`config.mk`:
```
export PLATFORM = sky130hd
export DESIGN_NAME = aisc_analog_input_select_ctrl
export DESIGN_NICKNAME = d
export VERILOG_FILES = /design/src/aisc_pkg.sv /design/src/aisc_reg_if.sv /design/src/aisc_reg8.sv /design/src/aisc_analog_input_select_ctrl.sv
export SDC_FILE = /design/constraint.sdc
export NUM_CORES = 1
export LEC_CHECK = 0
export BUFFER_PORTS_ARGS = -buffer_cell sky130_fd_sc_hd__buf_2
export CAP_MARGIN = 20
export CORE_ASPECT_RATIO = 1.75
export CORE_MARGIN = 8
export CORE_UTILIZATION = 26
export CTS_CLUSTER_SIZE = 10
export DETAILED_ROUTE_END_ITERATION = 16
export SLEW_MARGIN = 25
export SYNTH_ARGS = -nofsm -noshare
export SYNTH_HDL_FRONTEND = slang
export SYNTH_HIERARCHICAL = 1
export SYNTH_SLANG_ARGS = --single-unit
```
`constraint.sdc`:
```
create_clock -name clock -period 4.9 [get_ports clock]
set_clock_uncertainty 0.15 [all_clocks]
set_input_delay 0.735 -clock clock [delete_from_list [all_inputs] [get_ports clock]]
set_output_delay 0.735 -clock clock [all_outputs]
set_load 0.1 [all_outputs]
```
`src/aisc_pkg.sv`:
```
// Constants for the analog input select control block.
// Assumes an 8-bit special-function-register bus on page 0.
package aisc_pkg;
  // ----------------------------------------
  // Register offsets and resets
  // ----------------------------------------
  localparam logic [7:0] AISC_ADDR_CHANNEL_SELECT = 8'hBB;
  localparam logic [7:0] AISC_ADDR_PAIR_CONFIG = 8'hBA;
  localparam logic [7:0] AISC_ADDR_PIN_ENABLE = 8'hBD;
  localparam logic [7:0] AISC_ADDR_AMP_CONTROL = 8'hD6;
  localparam logic [7:0] AISC_SFR_PAGE = 8'h00;
  localparam logic [7:0] AISC_RESET_VALUE = 8'h00;
  // ----------------------------------------
  // Field positions
  // ----------------------------------------
  localparam int AISC_AMP_ENABLE_BIT = 7;
  localparam int AISC_GAIN_LSB = 0;
  localparam int AISC_GAIN_WIDTH = 4;
  localparam int AISC_PAIR01_BIT = 0;
  localparam int AISC_PAIR23_BIT = 1;
  localparam int AISC_AMP_PAIR_BIT = 2;
  localparam int AISC_PORT_PAIR_BIT = 3;
  // ----------------------------------------
  // Source selection codes (one-hot)
  // ----------------------------------------
  typedef enum logic [8:0] {
    AISC_SRC_EXT0 = 9'h001,
    AISC_SRC_EXT1 = 9'h002,
    AISC_SRC_EXT2 = 9'h004,
    AISC_SRC_EXT3 = 9'h008,
    AISC_SRC_AMP = 9'h010,
    AISC_SRC_GROUND = 9'h020,
    AISC_SRC_EVEN = 9'h040,
    AISC_SRC_ODD = 9'h080,
    AISC_SRC_TEMP = 9'h100
  } aisc_src_t;
  // Negative side selection
  typedef enum logic [4:0] {
    AISC_NEG_GROUND = 5'h01,
    AISC_NEG_EXT1 = 5'h02,
    AISC_NEG_EXT3 = 5'h04,
    AISC_NEG_REF = 5'h08,
    AISC_NEG_ODD = 5'h10
  } aisc_neg_t;
endpackage : aisc_pkg

```
`src/aisc_reg_if.sv`:
```
// Carries one register write strobe and data between top and storage.
// Assumes a single clock domain.
`timescale 1ns/1ns
`default_nettype none
interface aisc_reg_if;
  logic wr_en;
  logic [7:0] wr_data;
  logic [7:0] value;
  modport owner (input wr_en, input wr_data, output value);
  modport user (output wr_en, output wr_data, input value);
endinterface : aisc_reg_if
`default_nettype wire

```
`src/aisc_reg8.sv`:
```
// One 8-bit register with a mask of writable bits.
// Assumes synchronous write strobe, asynchronous active-low reset.
`timescale 1ns/1ns
`default_nettype none
module aisc_reg8 #(
  parameter logic [7:0] WRITE_MASK = 8'hFF
) (
  input wire logic clock,
  input wire logic resetn,
  aisc_reg_if.owner port
);
  // ----------------------------------------
  // Storage
  // ----------------------------------------
  // Unwritable bits hold their reset zero
  always_ff @(posedge clock or negedge resetn) begin
    if (!resetn) begin
      port.value <= aisc_pkg::AISC_RESET_VALUE;
    end else if (port.wr_en) begin
      port.value <= port.wr_data & WRITE_MASK;
    end
  end
endmodule // aisc_reg8
`default_nettype wire

```
`src/aisc_analog_input_select_ctrl.sv`:
```
// Analog input select control: registers and source decode.
// Assumes an 8-bit SFR bus, page select given, sync to clock.
// Summary of operation
// - Channel select upper nibble reads zero
// - Decode all sixteen channel codes
// - Single-ended channel code to source map
// - Even and odd port groups, pairable
// - Pin enable bit routes port pin
// - Any pin combination, same parity wired-OR
// - Amplifier positive; reference negative when paired
// - Control bit 7 enables amplifier
// - Four-bit gain code selects amplifier gain
// - Pair bits make inputs differential
// - Differential results flagged two's complement
`timescale 1ns/1ns
`default_nettype none
module aisc_analog_input_select_ctrl (
  input wire logic clock,
  input wire logic resetn,
  input wire logic [7:0] sfr_addr,
  input wire logic [7:0] sfr_page,
  input wire logic sfr_wr,
  input wire logic sfr_rd,
  input wire logic [7:0] sfr_wdata,
  output logic [7:0] sfr_rdata,
  output logic sfr_hit,
  output logic [8:0] pos_select,
  output logic [4:0] neg_select,
  output logic differential,
  output logic twos_complement,
  output logic [7:0] even_port_group,
  output logic [7:0] odd_port_group,
  output logic high_voltage_amp_enable,
  output logic [3:0] high_voltage_gain_code
);
  // ----------------------------------------
  // Register instances
  // ----------------------------------------
  aisc_reg_if sel_if ();
  aisc_reg_if cfg_if ();
  aisc_reg_if prt_if ();
  aisc_reg_if amp_if ();
  logic on_page;
  assign on_page = (sfr_page == aisc_pkg::AISC_SFR_PAGE);
  // Write strobes per register
  assign sel_if.wr_en = sfr_wr && on_page && (sfr_addr == aisc_pkg::AISC_ADDR_CHANNEL_SELECT);
  assign cfg_if.wr_en = sfr_wr && on_page && (sfr_addr == aisc_pkg::AISC_ADDR_PAIR_CONFIG);
  assign prt_if.wr_en = sfr_wr && on_page && (sfr_addr == aisc_pkg::AISC_ADDR_PIN_ENABLE);
  assign amp_if.wr_en = sfr_wr && on_page && (sfr_addr == aisc_pkg::AISC_ADDR_AMP_CONTROL);
  assign sel_if.wr_data = sfr_wdata;
  assign cfg_if.wr_data = sfr_wdata;
  assign prt_if.wr_data = sfr_wdata;
  assign amp_if.wr_data = sfr_wdata;
  // Upper nibble masked so it reads zero
  aisc_reg8 #(.WRITE_MASK(8'h0F)) u_input_channel_select (
    .clock(clock),
    .resetn(resetn),
    .port(sel_if.owner)
  );
  aisc_reg8 #(.WRITE_MASK(8'h0F)) u_pair_configuration_reg (
    .clock(clock),
    .resetn(resetn),
    .port(cfg_if.owner)
  );
  aisc_reg8 #(.WRITE_MASK(8'hFF)) u_port_pin_analog_enable (
    .clock(clock),
    .resetn(resetn),
    .port(prt_if.owner)
  );
  // Reserved bits 6-4 kept zero; gain takes bits 3-0
  aisc_reg8 #(.WRITE_MASK(8'h8F)) u_high_voltage_amp_control (
    .clock(clock),
    .resetn(resetn),
    .port(amp_if.owner)
  );
  // ----------------------------------------
  // Read path
  // ----------------------------------------
  // Registered read data; unmapped addresses return zero
  always_ff @(posedge clock or negedge resetn) begin
    if (!resetn) begin
      sfr_rdata <= aisc_pkg::AISC_RESET_VALUE;
    end else if (sfr_rd) begin
      if (!on_page) begin
        sfr_rdata <= 8'h00;
      end else begin
        case (sfr_addr)
          aisc_pkg::AISC_ADDR_CHANNEL_SELECT: sfr_rdata <= sel_if.value;
          aisc_pkg::AISC_ADDR_PAIR_CONFIG: sfr_rdata <= cfg_if.value;
          aisc_pkg::AISC_ADDR_PIN_ENABLE: sfr_rdata <= prt_if.value;
          aisc_pkg::AISC_ADDR_AMP_CONTROL: sfr_rdata <= amp_if.value;
          default: sfr_rdata <= 8'h00;
        endcase
      end
    end
  end
  // Address hit, combinational
  always_comb begin
    sfr_hit = on_page && ((sfr_addr == aisc_pkg::AISC_ADDR_CHANNEL_SELECT)
      || (sfr_addr == aisc_pkg::AISC_ADDR_PAIR_CONFIG)
      || (sfr_addr == aisc_pkg::AISC_ADDR_PIN_ENABLE)
      || (sfr_addr == aisc_pkg::AISC_ADDR_AMP_CONTROL));
  end
  // ----------------------------------------
  // Source decode
  // ----------------------------------------
  logic [3:0] channel_code;
  logic pair01_config_bit;
  logic pair23_config_bit;
  logic amp_pair_config_bit;
  logic port_group_pair_config_bit;
  aisc_pkg::aisc_src_t next_pos;
  aisc_pkg::aisc_neg_t next_neg;
  logic next_diff;
  assign channel_code = sel_if.value[3:0];
  assign pair01_config_bit = cfg_if.value[aisc_pkg::AISC_PAIR01_BIT];
  assign pair23_config_bit = cfg_if.value[aisc_pkg::AISC_PAIR23_BIT];
  assign amp_pair_config_bit = cfg_if.value[aisc_pkg::AISC_AMP_PAIR_BIT];
  assign port_group_pair_config_bit = cfg_if.value[aisc_pkg::AISC_PORT_PAIR_BIT];
  // Paired odd member codes alias to the pair (+even, -odd; amplifier pair takes reference negative)
  always_comb begin
    next_pos = aisc_pkg::AISC_SRC_TEMP;
    next_neg = aisc_pkg::AISC_NEG_GROUND;
    next_diff = 1'b0;
    case (channel_code[3])
      1'b1: next_pos = aisc_pkg::AISC_SRC_TEMP;
      default: begin
        case (channel_code[2:0])
          3'h0, 3'h1: begin
            if (pair01_config_bit) begin
              next_pos = aisc_pkg::AISC_SRC_EXT0;
              next_neg = aisc_pkg::AISC_NEG_EXT1;
              next_diff = 1'b1;
            end else begin
              if (channel_code[0]) begin
                next_pos = aisc_pkg::AISC_SRC_EXT1;
              end else begin
                next_pos = aisc_pkg::AISC_SRC_EXT0;
              end
            end
          end
          3'h2, 3'h3: begin
            if (pair23_config_bit) begin
              next_pos = aisc_pkg::AISC_SRC_EXT2;
              next_neg = aisc_pkg::AISC_NEG_EXT3;
              next_diff = 1'b1;
            end else begin
              if (channel_code[0]) begin
                next_pos = aisc_pkg::AISC_SRC_EXT3;
              end else begin
                next_pos = aisc_pkg::AISC_SRC_EXT2;
              end
            end
          end
          3'h4, 3'h5: begin
            if (amp_pair_config_bit) begin
              next_pos = aisc_pkg::AISC_SRC_AMP;
              next_neg = aisc_pkg::AISC_NEG_REF;
              next_diff = 1'b1;
            end else begin
              if (channel_code[0]) begin
                next_pos = aisc_pkg::AISC_SRC_GROUND;
              end else begin
                next_pos = aisc_pkg::AISC_SRC_AMP;
              end
            end
          end
          default: begin
            if (port_group_pair_config_bit) begin
              next_pos = aisc_pkg::AISC_SRC_EVEN;
              next_neg = aisc_pkg::AISC_NEG_ODD;
              next_diff = 1'b1;
            end else begin
              if (channel_code[0]) begin
                next_pos = aisc_pkg::AISC_SRC_ODD;
              end else begin
                next_pos = aisc_pkg::AISC_SRC_EVEN;
              end
            end
          end
        endcase
      end
    endcase
  end
  // Selection outputs registered so the front end sees clean levels
  always_ff @(posedge clock or negedge resetn) begin
    if (!resetn) begin
      pos_select <= aisc_pkg::AISC_SRC_EXT0;
      neg_select <= aisc_pkg::AISC_NEG_GROUND;
      differential <= 1'b0;
      twos_complement <= 1'b0;
    end else begin
      pos_select <= next_pos;
      neg_select <= next_neg;
      differential <= next_diff;
      twos_complement <= next_diff;
    end
  end
  // ----------------------------------------
  // Port group switches
  // ----------------------------------------
  // Per-pin switch into its parity bus; analog side shorts same-parity pins
  genvar pin;
  generate
    for (pin = 0; pin < 8; pin++) begin : g_pin
      always_ff @(posedge clock or negedge resetn) begin
        if (!resetn) begin
          even_port_group[pin] <= 1'b0;
          odd_port_group[pin] <= 1'b0;
        end else begin
          even_port_group[pin] <= prt_if.value[pin] && (pin % 2 == 0);
          odd_port_group[pin] <= prt_if.value[pin] && (pin % 2 == 1);
        end
      end
    end
  endgenerate
  // ----------------------------------------
  // Amplifier control
  // ----------------------------------------
  // Enable and gain registered; reserved bits never reach the front end
  always_ff @(posedge clock or negedge resetn) begin
    if (!resetn) begin
      high_voltage_amp_enable <= 1'b0;
      high_voltage_gain_code <= 4'h0;
    end else begin
      high_voltage_amp_enable <= amp_if.value[aisc_pkg::AISC_AMP_ENABLE_BIT];
      high_voltage_gain_code <= amp_if.value[aisc_pkg::AISC_GAIN_LSB +: aisc_pkg::AISC_GAIN_WIDTH];
    end
  end
endmodule // aisc_analog_input_select_ctrl
`default_nettype wire

```
# Yosys cells after proc, flatten, opt, wreduce, memory -nomap -nowiden

Index checks and enable logic that the tools add are counted.

Equal/unequal tests: 9
Multiplexer cells: 24
Reductions and logical operators: 14

Operators with widths:

| operator                                      | number |
|---|---|
| == test 8 bit, second input constant          | 4 |
| one-hot mux 8 bit (4 select lines)            | 1 |
| one-hot mux 9 bit (3 select lines)            | 1 |
| 2-to-1 mux 8 bit                              | 3 |
| one-hot mux 5 bit (3 select lines)            | 1 |
| 2-to-1 mux 4 bit                              | 3 |
| 2-to-1 mux 6 bit                              | 2 |
| 2-to-1 mux 5 bit                              | 2 |
| 2-to-1 mux 9 bit                              | 1 |
| logical NOT 8 bit                             | 1 |
| == test 3 x 2 -> 1 bit, second input constant | 2 |
| == test 3 bit, second input constant          | 2 |
| logical AND 1 bit                             | 6 |
| 2-to-1 mux 2 bit                              | 3 |
| OR reduction 2 bit                            | 3 |
| 2-to-1 mux 1 bit                              | 5 |
| == test 3 x 1 -> 1 bit, second input constant | 1 |
| logical NOT 3 bit                             | 1 |
| logical OR 1 bit                              | 3 |
| 2-to-1 mux 3 bit                              | 1 |
| one-hot mux 1 bit (3 select lines)            | 1 |

Register bits: 57
Input bits: 28
Output and inout port bits: 46
Logic and storage cells: 65

# Longest topological paths before layout

Depth after elaboration: 5
Gate-level depth with buffers: 6
Depth with buffers taken out: 5

# By module

Netlist, hierarchy kept.

By module, submodules not included:

| module                                  | instances | cells each | area an instance (µm²) |
|---|---|---|---|
| aisc_analog_input_select_ctrl           | 1         | 149        | 1712.9 |
| aisc_reg8 at u_input_channel_select ... | 2         | 13         | 178.9 |
| aisc_reg8 at u_port_pin_analog_enable   | 1         | 17         | 331.6 |
| aisc_reg8 at u_high_voltage_amp_control | 1         | 14         | 207.7 |

# Worst setup path after synthesis

Ideal clock, no wire load.

Kind: input -> output
Start: input port sfr_page[5]
End: output port sfr_hit
Arrival time: 2951 ps
Required time: 4015 ps
Setup slack: 1064 ps
Cell stages on the path: 3
Path buffers: 0
Path through: or4_4 or3b_4 nor2_1

Word-level cells in the longest chain between the ends: 2

RTL lines:

| what               | line                                | text |
|---|---|---|
| start: declaration | aisc_analog_input_select_ctrl.sv:21 | `input wire logic [7:0] sfr_page,` |
| logical NOT 8 bit  | aisc_analog_input_select_ctrl.sv:44 | `assign on_page = (sfr_page == aisc_pkg::AISC_SFR_PAGE);` |
| logical AND 1 bit  | aisc_analog_input_select_ctrl.sv:99 | `sfr_hit = on_page && ((sfr_addr == aisc_pkg::AISC_ADDR_CHANNEL_SELECT)` |
| end: declaration   | aisc_analog_input_select_ctrl.sv:26 | `output logic sfr_hit,` |

No other way between the ends.

# Final worst setup path

Ends and elaborated chain as after synthesis.

==> flow_metrics.env <==
export IMPL_pin_count=74
export IMPL_final_cells=401
export IMPL_hold_path_startpoint="u_high_voltage_amp_control/port.value[2]"
export IMPL_busiest_layer="met2"
export IMPL_place_congestion=0.809
export IMPL_drc_errors=0
export IMPL_cts_sinks=57
export IMPL_post_cts_setup_buffer_count=0
export IMPL_min_period_ns=3.20
export IMPL_firstDrtPassIters=4
export IMPL_core_sq_um=9850
export IMPL_setup_viol=0
export IMPL_cts_hold_buf=0
export IMPL_vdd_ir_drop_worst_v=0.000188
export IMPL_final_common_cell="buf_2"
export IMPL_die_y_microns=149
export IMPL_cts_buffer_depth=2
export IMPL_start_util_pct=26.5
export IMPL_rows=48
export IMPL_routedWlPerCell_microns=15.7
export IMPL_grt_ovfl_total=0
export IMPL_antenna_found_initial=0
export IMPL_numCtsBuffers=9
export IMPL_use_met2_pct=17.7
export IMPL_vias=1796
export IMPL_critPathMaxFanout=3
export IMPL_drv_slew=0
export IMPL_final_setup_tns_ns=0
export IMPL_grt_util_met3_pct=3.33
export IMPL_hold_depth=0
export IMPL_hold_end="high_voltage_gain_code[2]"
export IMPL_ys_warn_count=6
export IMPL_startpoint_type="input pin"
export IMPL_grt_pass1_vias=1955
export IMPL_rsz0062_at_grt="no"
export IMPL_tightest_slew_ns=0.921
export IMPL_syn_area_per_cell_sq_um=12.7
export IMPL_timing_rr_start="u_input_channel_select/port.value[3]"
export IMPL_power_mw=1.22
export IMPL_fillCellCount=1036
export IMPL_htree_levels=3
export IMPL_vias_per_cell=4.48
export IMPL_post_place_ws_ns=1.69
export IMPL_drive_above_1_share_pct=45.7
export IMPL_n_antenna_cell=0
export IMPL_synth_area_sq_um=2610
export IMPL_ys_seq_elements=57
export IMPL_slew_headroom_pct=38.0
export IMPL_post_cts_resized=0
export IMPL_dieArea_sq_um=13600
export IMPL_final_hold_viol_count=0
export IMPL_grt_max_degree=58
export IMPL_synth_top_flop_cell="dfrtp_1"
export IMPL_path_clk_slew_ns=0.05
export IMPL_critPathArrivalTime_ns=2.32
export IMPL_setup_ws_ns=1.70
export IMPL_synth_edf_count=0
export IMPL_async_flop_share_pct=100
export IMPL_yosysTopAreaCell="dfrtp_1"
export IMPL_grt_usage_pct=9.79
export IMPL_place_inst=385
export IMPL_synth_area_leaders="dfrtp_1 (53%), buf_4 (5.8%), mux2_2 (5.6%)"
export IMPL_synth_cell_types=42
export IMPL_grt_pass1_wl_microns=10300
export IMPL_final_cell_mix="buf_2 (65), dfrtp_1 (55), conb_1 (19), a22oi_1 (14), mux2_2 (13)"
export IMPL_portBuffers=65
export IMPL_fmax_mhz=312
export IMPL_num_nets_final=299
export IMPL_drtAntennaViolNets=0
export IMPL_status="completed"
export IMPL_seq_area_frac_synth_pct=54.7
export IMPL_tritoncts="yes"
export IMPL_yosys_area_top_type_share_pct=52.7
export IMPL_drt_iter0_drc=90
export IMPL_cp_end_kind="output port"
export IMPL_p_leak_nw=1.61
export IMPL_p_per_area_nw_per_um2=370
export IMPL_r2r_setup_slack_ns=3.54
export IMPL_met1_usage_pct=9.96
export IMPL_r2r_end="sfr_rdata[3]"
export IMPL_finalCritPeriodShare_pct=65.3
export IMPL_dp_hpwl_microns=4900
export IMPL_clk_latency_ns=0.32
export IMPL_syn_to_final_growth_pct=26.1
export IMPL_clockRootBuffer="clkbuf_16"
export IMPL_wirelength_microns=6310
export IMPL_crit_type="input pin to output port"
export IMPL_max_cap_violations=0
export IMPL_reg2regPathDepth=3
export IMPL_worstPathRequired_ns=4.01
export IMPL_synth_cells=206
export IMPL_hp_class="flop to flop"
export IMPL_die_x_microns=91.7
cell type report:
type / count / area, sq um / area share (%)
sequential: 57 / 1430 / 43.4
multi-input combinational: 131 / 1020 / 31.0
timing repair buffer: 69 / 355 / 10.8
clock buffer: 9 / 225 / 6.84
tap: 125 / 156 / 4.75
clock inverter: 7 / 95.1 / 2.89
inverter: 3 / 11.3 / 0.342
flip-flops by register name, indices dropped and copies added, names as in the netlist:
register,cells
high_voltage_gain_code,4
odd_port_group,4
pos_select,9
neg_select,5
u_pair_configuration_reg/port.value,4
twos_complement,1
u_port_pin_analog_enable/port.value,8
even_port_group,4
u_input_channel_select/port.value,4
u_high_voltage_amp_control/port.value,5
high_voltage_amp_enable,1
sfr_rdata,8
power by group:
part	leakage, nW	internal [mW]	switching (mW)
Clock	0.155	0.443	0.204
Combinational	0.669	0.0211	0.0752
Sequential	0.788	0.474	0.00118
metal layers:
metal | vias up | routed length [microns]
met5 | - | 0
met4 | 0 | 69
met3 | 5 | 444
met2 | 69 | 3430
met1 | 882 | 2370
li1 | 840 | -
kinds of logic (layout without fill, tap and decap cells):
logic type | after synthesis | after routing | synth area share, %
other | 4 | 19 | 0.575
muxes | 23 | 23 | 11.0
buffers and inverters | 33 | 88 | 8.34
DFF | 57 | 57 | 54.7
AOI/OAI and AO/OA | 31 | 31 | 10.9
and+or+nand+nor | 58 | 58 | 14.4
metrics by stage:
step	util (%)	cell area [sq um]	hold slack (ns)
2_1_floorplan	-	2670	0.221
3_3_place_gp	30.2	2970	0.235
3_5_place_dp	30.2	2970	0.244
4_1_cts	33.4	3290	0.257
5_1_grt	33.4	3290	0.272
6_report	33.4	3290	0.262
how the worst max path moves through the flow:
stage	startpoint	end	slack [ns]	cells after the start
6_report	sfr_page[5]	sfr_hit	1.70	5
5_1_grt	sfr_page[1]	sfr_hit	1.64	5
4_1_cts	sfr_page[1]	sfr_hit	1.68	5
3_5_place_dp	sfr_page[1]	sfr_hit	1.69	5
3_3_place_gp	sfr_page[5]	sfr_hit	1.70	5
2_1_floorplan	sfr_page[5]	sfr_hit	1.06	3
synthesized netlist by cell type, types with 2 or more instances:
cell type / number
inv_1: 2
buf_4: 20
nor4bb_1: 2
clkbuf_1: 5
buf_2: 2
conb_1: 4
nor3b_1: 5
o221a_2: 7
nand2_1: 4
nand3_1: 2
nor2_1: 10
mux2i_1: 2
nand2b_1: 3
dfrtp_1: 55
buf_6: 2
mux2_4: 8
nor3_1: 8
dfstp_2: 2
mux2_2: 13
a22oi_1: 14
nor4_1: 3
a211oi_1: 2
nor2b_1: 6
nor3_2: 7
critical path, cell delays in order:
cell and delay, ns:
buf_2 0.10, or4_4 0.52, or3b_4 0.44, nor2_1 0.09, buf_2 0.43
(Power assumes the default switching activity.)
